$ cat src/ioc_pkg.sv
// Shared constants and carrier types for the I/O input capture latches
package ioc_pkg;

    // Default data width of each storage element
    localparam int unsigned DATA_W = 1;

    // Power-up values of the two storage families
    localparam logic CLEAR_VAL  = 1'h0;
    localparam logic PRESET_VAL = 1'h1;

    // Global set/reset polarity: 0 active high, 1 active low
    localparam logic SET_RESET_LOW_DEF = 1'h0;

    // Gate pair of one transparent element
    typedef struct packed {
        logic enable;
        logic gate;
    } ioc_gate_t;

endpackage : ioc_pkg

$ cat src/ioc_input_capture_latches.sv
// Input capture latches and fast-capture stages of one I/O block
module ioc_input_capture_latches #(
    parameter int unsigned WIDTH         = ioc_pkg::DATA_W,
    parameter bit          SET_RESET_LOW = ioc_pkg::SET_RESET_LOW_DEF
) (
    // Clock and reset
    input  wire logic               clk_i,
    input  wire logic               rst_n_i,
    input  wire logic               global_set_reset_i,
    // Transparent latch family
    input  wire logic [WIDTH-1:0]   input_pad_i,
    input  wire ioc_pkg::ioc_gate_t clr_low_gate_i,
    input  wire ioc_pkg::ioc_gate_t pre_high_gate_i,
    input  wire ioc_pkg::ioc_gate_t pre_low_gate_i,
    // Fast capture family
    input  wire logic [WIDTH-1:0]   bidir_pad_i,
    input  wire logic               fast_gate_i,
    input  wire logic               int_clk_i,
    input  wire logic               clk_en_i,
    input  wire ioc_pkg::ioc_gate_t fast_high_gate_i,
    input  wire ioc_pkg::ioc_gate_t fast_low_gate_i,
    // Latch and flop outputs
    output logic [WIDTH-1:0]        clear_latch_low_gate_o,
    output logic [WIDTH-1:0]        preset_latch_high_gate_o,
    output logic [WIDTH-1:0]        preset_falling_flop_o,
    output logic [WIDTH-1:0]        preset_latch_low_gate_o,
    output logic [WIDTH-1:0]        preset_rising_flop_o,
    // Fast capture outputs
    output logic [WIDTH-1:0]        fast_capture_flop_clear_o,
    output logic [WIDTH-1:0]        fast_capture_flop_preset_o,
    output logic [WIDTH-1:0]        fast_capture_latch_high_o,
    output logic [WIDTH-1:0]        fast_capture_latch_low_o,
    output logic [WIDTH-1:0]        captured_node_o
);

    if (WIDTH < 1) begin : g_bad_width
        $error("WIDTH must be at least 1");
    end

    localparam logic [WIDTH-1:0] ALL_CLR = {WIDTH{ioc_pkg::CLEAR_VAL}};
    localparam logic [WIDTH-1:0] ALL_PRE = {WIDTH{ioc_pkg::PRESET_VAL}};

    // Set/reset polarity and the combined init
    wire logic set_reset_act;
    wire logic init_n;
    assign set_reset_act = SET_RESET_LOW ? ~global_set_reset_i : global_set_reset_i;
    // Same init as power-up; set/reset must be glitch free, it is an async reset
    assign init_n        = rst_n_i & ~set_reset_act;

    // Sampled gate history for edge detection
    logic pre_high_g_q;
    logic pre_low_g_q;
    logic int_clk_q;

    // Rise detectors start high: a level already high at release is no edge
    always_ff @(posedge clk_i or negedge init_n) begin
        if (!init_n) begin
            pre_high_g_q <= 1'h0;
            pre_low_g_q  <= 1'h1;
            int_clk_q    <= 1'h1;
        end else begin
            pre_high_g_q <= pre_high_gate_i.gate;
            pre_low_g_q  <= pre_low_gate_i.gate;
            int_clk_q    <= int_clk_i;
        end
    end

    // Transparency and edge decodes
    wire logic clr_open;
    wire logic pre_high_open;
    wire logic pre_low_open;
    wire logic pre_high_fall;
    wire logic pre_low_rise;
    wire logic int_clk_rise;
    wire logic fast_open;
    wire logic fast_high_open;
    wire logic fast_low_open;
    assign clr_open       = clr_low_gate_i.enable & ~clr_low_gate_i.gate;
    assign pre_high_open  = pre_high_gate_i.enable & pre_high_gate_i.gate;
    assign pre_low_open   = pre_low_gate_i.enable & ~pre_low_gate_i.gate;
    assign pre_high_fall  = pre_high_g_q & ~pre_high_gate_i.gate;
    assign pre_low_rise   = ~pre_low_g_q & pre_low_gate_i.gate;
    assign int_clk_rise   = ~int_clk_q & int_clk_i;
    // Output-clock gating lets capture run apart from the input clock
    assign fast_open      = ~fast_gate_i;
    assign fast_high_open = fast_high_gate_i.enable & fast_high_gate_i.gate;
    assign fast_low_open  = fast_low_gate_i.enable & ~fast_low_gate_i.gate;

    // Storage state
    logic [WIDTH-1:0] clr_lat_q;
    logic [WIDTH-1:0] clr_lat_d;
    logic [WIDTH-1:0] pre_hi_q;
    logic [WIDTH-1:0] pre_hi_d;
    logic [WIDTH-1:0] pre_fall_q;
    logic [WIDTH-1:0] pre_fall_d;
    logic [WIDTH-1:0] pre_lo_q;
    logic [WIDTH-1:0] pre_lo_d;
    logic [WIDTH-1:0] pre_rise_q;
    logic [WIDTH-1:0] pre_rise_d;
    logic [WIDTH-1:0] node_clr_q;
    logic [WIDTH-1:0] node_clr_d;
    logic [WIDTH-1:0] node_pre_q;
    logic [WIDTH-1:0] node_pre_d;
    logic [WIDTH-1:0] ff_clr_q;
    logic [WIDTH-1:0] ff_clr_d;
    logic [WIDTH-1:0] ff_pre_q;
    logic [WIDTH-1:0] ff_pre_d;
    logic [WIDTH-1:0] fl_hi_q;
    logic [WIDTH-1:0] fl_hi_d;
    logic [WIDTH-1:0] fl_lo_q;
    logic [WIDTH-1:0] fl_lo_d;

    // Transparent latches; outputs lag the pad by one clock
    assign clr_lat_d  = clr_open ? input_pad_i : clr_lat_q;
    assign pre_hi_d   = pre_high_open ? input_pad_i : pre_hi_q;
    assign pre_lo_d   = pre_low_open ? input_pad_i : pre_lo_q;
    // Slaves read the stored master value; each edge output keeps its own store
    assign pre_fall_d = pre_high_fall ? pre_hi_q : pre_fall_q;
    assign pre_rise_d = pre_low_rise ? pre_lo_q : pre_rise_q;

    // Fast stage straight off the pad; node value passes through when open
    assign node_clr_d = fast_open ? bidir_pad_i : node_clr_q;
    assign node_pre_d = fast_open ? bidir_pad_i : node_pre_q;
    assign ff_clr_d   = (clk_en_i & int_clk_rise) ? node_clr_d : ff_clr_q;
    assign ff_pre_d   = (clk_en_i & int_clk_rise) ? node_pre_d : ff_pre_q;
    assign fl_hi_d    = fast_high_open ? node_clr_d : fl_hi_q;
    assign fl_lo_d    = fast_low_open ? node_clr_d : fl_lo_q;

    // Clear-type elements
    always_ff @(posedge clk_i or negedge init_n) begin
        if (!init_n) begin
            clr_lat_q  <= ALL_CLR;
            node_clr_q <= ALL_CLR;
            ff_clr_q   <= ALL_CLR;
            fl_hi_q    <= ALL_CLR;
            fl_lo_q    <= ALL_CLR;
        end else begin
            clr_lat_q  <= clr_lat_d;
            node_clr_q <= node_clr_d;
            ff_clr_q   <= ff_clr_d;
            fl_hi_q    <= fl_hi_d;
            fl_lo_q    <= fl_lo_d;
        end
    end

    // Preset-type elements
    always_ff @(posedge clk_i or negedge init_n) begin
        if (!init_n) begin
            pre_hi_q   <= ALL_PRE;
            pre_fall_q <= ALL_PRE;
            pre_lo_q   <= ALL_PRE;
            pre_rise_q <= ALL_PRE;
            node_pre_q <= ALL_PRE;
            ff_pre_q   <= ALL_PRE;
        end else begin
            pre_hi_q   <= pre_hi_d;
            pre_fall_q <= pre_fall_d;
            pre_lo_q   <= pre_lo_d;
            pre_rise_q <= pre_rise_d;
            node_pre_q <= node_pre_d;
            ff_pre_q   <= ff_pre_d;
        end
    end

    assign clear_latch_low_gate_o     = clr_lat_q;
    assign preset_latch_high_gate_o   = pre_hi_q;
    assign preset_falling_flop_o      = pre_fall_q;
    assign preset_latch_low_gate_o    = pre_lo_q;
    assign preset_rising_flop_o       = pre_rise_q;
    assign fast_capture_flop_clear_o  = ff_clr_q;
    assign fast_capture_flop_preset_o = ff_pre_q;
    assign fast_capture_latch_high_o  = fl_hi_q;
    assign fast_capture_latch_low_o   = fl_lo_q;
    assign captured_node_o            = node_clr_q;
endmodule : ioc_input_capture_latches

$ cat config.mk
export PLATFORM = sky130hd
export DESIGN_NAME = ioc_input_capture_latches
export DESIGN_NICKNAME = d
export VERILOG_FILES = /design/src/ioc_pkg.sv /design/src/ioc_input_capture_latches.sv
export SDC_FILE = /design/constraint.sdc
export NUM_CORES = 1
export LEC_CHECK = 0
export ABC_AREA = 1
export ABC_CLOCK_PERIOD_IN_PS = 2540
export BUFFER_PORTS_ARGS = -buffer_cell sky130_fd_sc_hd__buf_2
export CAP_MARGIN = 20
export CORE_AREA = 2 2 39 41
export DETAILED_ROUTE_END_ITERATION = 10
export DIE_AREA = 0 0 41 43
export GPL_TIMING_DRIVEN = 0
export HOLD_SLACK_MARGIN = 0.02
export PLACE_DENSITY = 0.81
export SETUP_SLACK_MARGIN = 0.02
export SLEW_MARGIN = 10
export SYNTH_ARGS = -nofsm -noshare
export SYNTH_HDL_FRONTEND = slang
export SYNTH_SLANG_ARGS = --single-unit
$ cat constraint.sdc
create_clock -name clk_i -period 2.54 [get_ports clk_i]
set_input_delay 0.635 -clock clk_i [delete_from_list [all_inputs] [get_ports clk_i]]
set_output_delay 0.635 -clock clk_i [all_outputs]
set_load 0.05 [all_outputs]
; Word level (Yosys, flattened, before mapping)
; Cells that the tools add are included.
; W data, S select, Z words.
[totals]
output_inout_bits = 10
latch_bits = 0
mem_count = 0
ram_bits = 0
word_cells = 33
reg_bits = 14
mem_bits_ro = 0
[classes]
div_mod_pow = 0
bitwise = 17
eq_ne = 0
magnitude_cmp = 0
n_mul = 0
shift = 0
n_reduce_logical = 0
addsub = 0
mux = 2
[ops]
columns = cell, n
row1 = $and A1 B1 Y1, 10
row2 = $not A1 Y1, 7
row3 = $mux W1, 2

; Logic depth before layout (Yosys ltp)
[depth]
depth_word = 3
ltp_mapped = 5

; Least setup slack after synthesis
; OpenSTA, ideal clock, no wires.
[synth_path]
path_type = flip-flop to output port
from = register pre_hi_q (netlist: preset_latch_high_gate_o)
to = output preset_latch_high_gate_o
path_buffers = 0
setup_slack_ns = 1.233
stages_incl_launch_ff = 1
required_ns = 1.905
arrival_ns = 0.672
cell_sequence = dfstp_2
[synth_rtl]
columns = item, line
row1 = start: declaration, ioc_input_capture_latches.sv:92  ; logic [WIDTH-1:0] pre_hi_q;
row2 = start signal: assignment, ioc_input_capture_latches.sv:156  ; pre_hi_q <= pre_hi_d;
row3 = end: declaration, ioc_input_capture_latches.sv:24  ; output logic [WIDTH-1:0] preset_latch_high_gate_o,
; No word-level cell between the ends.

; Worst setup path in the final report
[layout_path]
from = register pre_lo_q (netlist: preset_latch_low_gate_o)
to = output preset_latch_low_gate_o
[layout_rtl]
columns = item, line
row1 = start: declaration, ioc_input_capture_latches.sv:96  ; logic [WIDTH-1:0] pre_lo_q;
row2 = start signal: assignment, ioc_input_capture_latches.sv:158  ; pre_lo_q <= pre_lo_d;
row3 = end: declaration, ioc_input_capture_latches.sv:26  ; output logic [WIDTH-1:0] preset_latch_low_gate_o,
; No word-level cell between the ends.

==> flow_summary.ini <==
[cts]
clock_latency_ps = 270
cts-root-buf = clkbuf_4
clk_path_buf_depth = 2
htreeDepth = 1
cts_resized = 0
cts_buffers = 3
cts_sinks = 14
clk_pin_slew_ps = 80
postCtsHoldBufs = 0
post_cts_buffers = 0
cts_tree = yes

[worst_setup_path]
path_cells = buf_2
worstPathArrival_ps = 1070
endpoint_kind = output port
crit_path_max_incr_delay_ps = 550
worst_path_max_delay_cell = dfstp_2
criticalPathCategory = flop to output port
cp-start-kind = flop
required_ps = 1900
reg2regPathDepth = 4
path_max_fanout = 3
worst_r2r_endpoint = fast_capture_flop_clear_o$_DFFE_PN0P_
crit_buf_inv = 1
critPathTopFamily = flip-flops
regToRegStartpoint = int_clk_q$_DFF_PN1_
rrSetupSlack_ps = 1720

[logic_synthesis]
post_synth.cell_area_avg_um2 = 8.86
synth_area_leaders = dfstp_2 38%, dfrtp_1 27%, nand2_1 18%, inv_1 6.1%, o21ai_0 4.5%
synth_top_area_share_pct = 37.7
syn-instance-count = 63
syn_nets = 81
ys_seq_elements = 14
synth_cell_types = 8
yosys_warnings = 0
syn_area_um2 = 558
yosysSeqAreaShare_pct = 64.6
yosysTopAreaCell = dfstp_2

[timing]
min_period_over_period_pct = 67.3
setup_viol = 0
period_needed_ps = 1710
final.setup.tns_ps = 0
hold_violations = 0
slew_viol_final = 0
worst_slew_pin_slew_ps = 614
rsz0062_at_grt = false
relSlewSlack_pct = 58.9
fin_skew_ps = 8.53
fmax_ghz = 0.585

[drt]
wl_mm = 1.01
detail_route.vias_per_cell = 4.43
drtAntennaViolNets = 0
vias = 492
drt_iter0_markers = 13
drc = 0
drtPass1Iterations = 4
wire_per_inst_um = 9.07

[floorplanning]
fp.dieW_um = 41
dieArea_mm2 = 0.00176
initial_core_util_pct = 40.3
die_height_um = 43
ios = 28
core_area_mm2 = 0.00138
rows = 14

[place]
portBuffers = 27
hpwl_um = 792
gp_congestion = 0.591
dp_cells = 106

[cells_and_area]
seq_area_um2 = 360
multiInputGateArea_um2 = 164
num_antenna_cells = 0
drive_gt1_share_pct = 43.2
area_delta_synth_final_pct = 33.9
layoutNonFillerInstCount = 111
layout.nets = 114
fillCellCount = 130

[global_routing]
track_usage_pct = 13.7
grt_overflow = 0
grt_pass1_vias = 466
grt_pass1_wl_mm = 1.60
antenna_found_initial = 0
grt_max_degree = 15

[outcome]
status = finished, final reports clean

[power]
power_density_mw_per_mm2 = 740
vdd_drop_max_mv = 0.472
power.leakage_nw = 0.439

[run]
max-cap-violations = 0

[worst_hold_path]
holdCritPathClass = primary input to async pin
-- cell type report --
class	instances	area share, %
sequential	14	48.2
multi-input combinational	40	21.9
timing repair buffer	28	19.1
inverter	9	4.52
clock buffer	4	3.52
tap	16	2.68
-- per-stage QoR --
stage	setup WS [ps]	total power, mW	cell area (um2)	util [%]	hold slack (ps)
2_1_floorplan	1230	0.390	558	-	453
3_3_place_gp	874	0.430	713	51.5	447
3_5_place_dp	879	0.434	713	51.5	460
4_1_cts	818	0.560	739	53.4	452
5_1_grt	776	0.593	747	54.0	436
6_report	831	0.553	747	54.0	450
-- cell families (layout without fill, tap and decap cells) --
family | Yosys count | count (layout) | share of synthesized area, %
AOI/OAI and AO/OA | 5 | 5 | 4.48
DFF | 14 | 14 | 64.6
buffers and inverters | 9 | 41 | 6.05
and+or+nand+nor | 35 | 35 | 24.9
-- synthesized netlist by cell type --
master	n
nand2_1	27
nand2_2	2
dfstp_2	8
o21ai_0	5
nand3_1	2
nor2_1	4
inv_1	9
dfrtp_1	6
-- state kept, by name, indices dropped and copies added, names as in the netlist --
register,cells
pre_low_g_q,1
fast_capture_latch_high_o,1
fast_capture_flop_clear_o,1
fast_capture_latch_low_o,1
preset_latch_low_gate_o,1
int_clk_q,1
preset_rising_flop_o,1
clear_latch_low_gate_o,1
pre_high_g_q,1
captured_node_o,1
fast_capture_flop_preset_o,1
node_pre_q,1
preset_latch_high_gate_o,1
preset_falling_flop_o,1
-- where the power goes --
group,switching (mW),total [mW],internal [mW]
Clock,0.0622,0.123,0.0607
Combinational,0.118,0.157,0.0389
Sequential,0.0129,0.273,0.260
-- layout by cell type, fill, tap and decap left out --
master    Yosys  layout
nand2_1      27      27
inv_1         9       9
nand3_1       2       2
o21ai_0       5       5
dfrtp_1       6       6
nand2_2       2       2
buf_4         0       1
dfstp_2       8       8
clkbuf_4      0       3
clkbuf_1      0       1
buf_2         0      27
nor2_1        4       4
-- per-layer routing --
layer	global-route usage [%]	share of wire (%)	up-vias
met5	0	0	-
met4	8.00	0.79	0
met3	4.71	9.2	2
met2	23.8	48	22
met1	12.7	41	215
li1	-	-	253
-- worst max path at each step --
stage / startpoint / end / slack (ps) / cells past startpoint
after CTS: preset_latch_low_gate_o$_DFFE_PN1P_ / preset_latch_low_gate_o / 820 / 1
after detailed placement: global_set_reset_i / clear_latch_low_gate_o$_DFFE_PN0P_ / 880 / 2
after global routing: preset_latch_low_gate_o$_DFFE_PN1P_ / preset_latch_low_gate_o / 780 / 1
after floorplan: preset_latch_high_gate_o$_DFFE_PN1P_ / preset_latch_high_gate_o / 1230 / 0
final: preset_latch_low_gate_o$_DFFE_PN1P_ / preset_latch_low_gate_o / 830 / 1
after global placement: global_set_reset_i / clear_latch_low_gate_o$_DFFE_PN0P_ / 870 / 2
(Power assumes the default switching activity.)
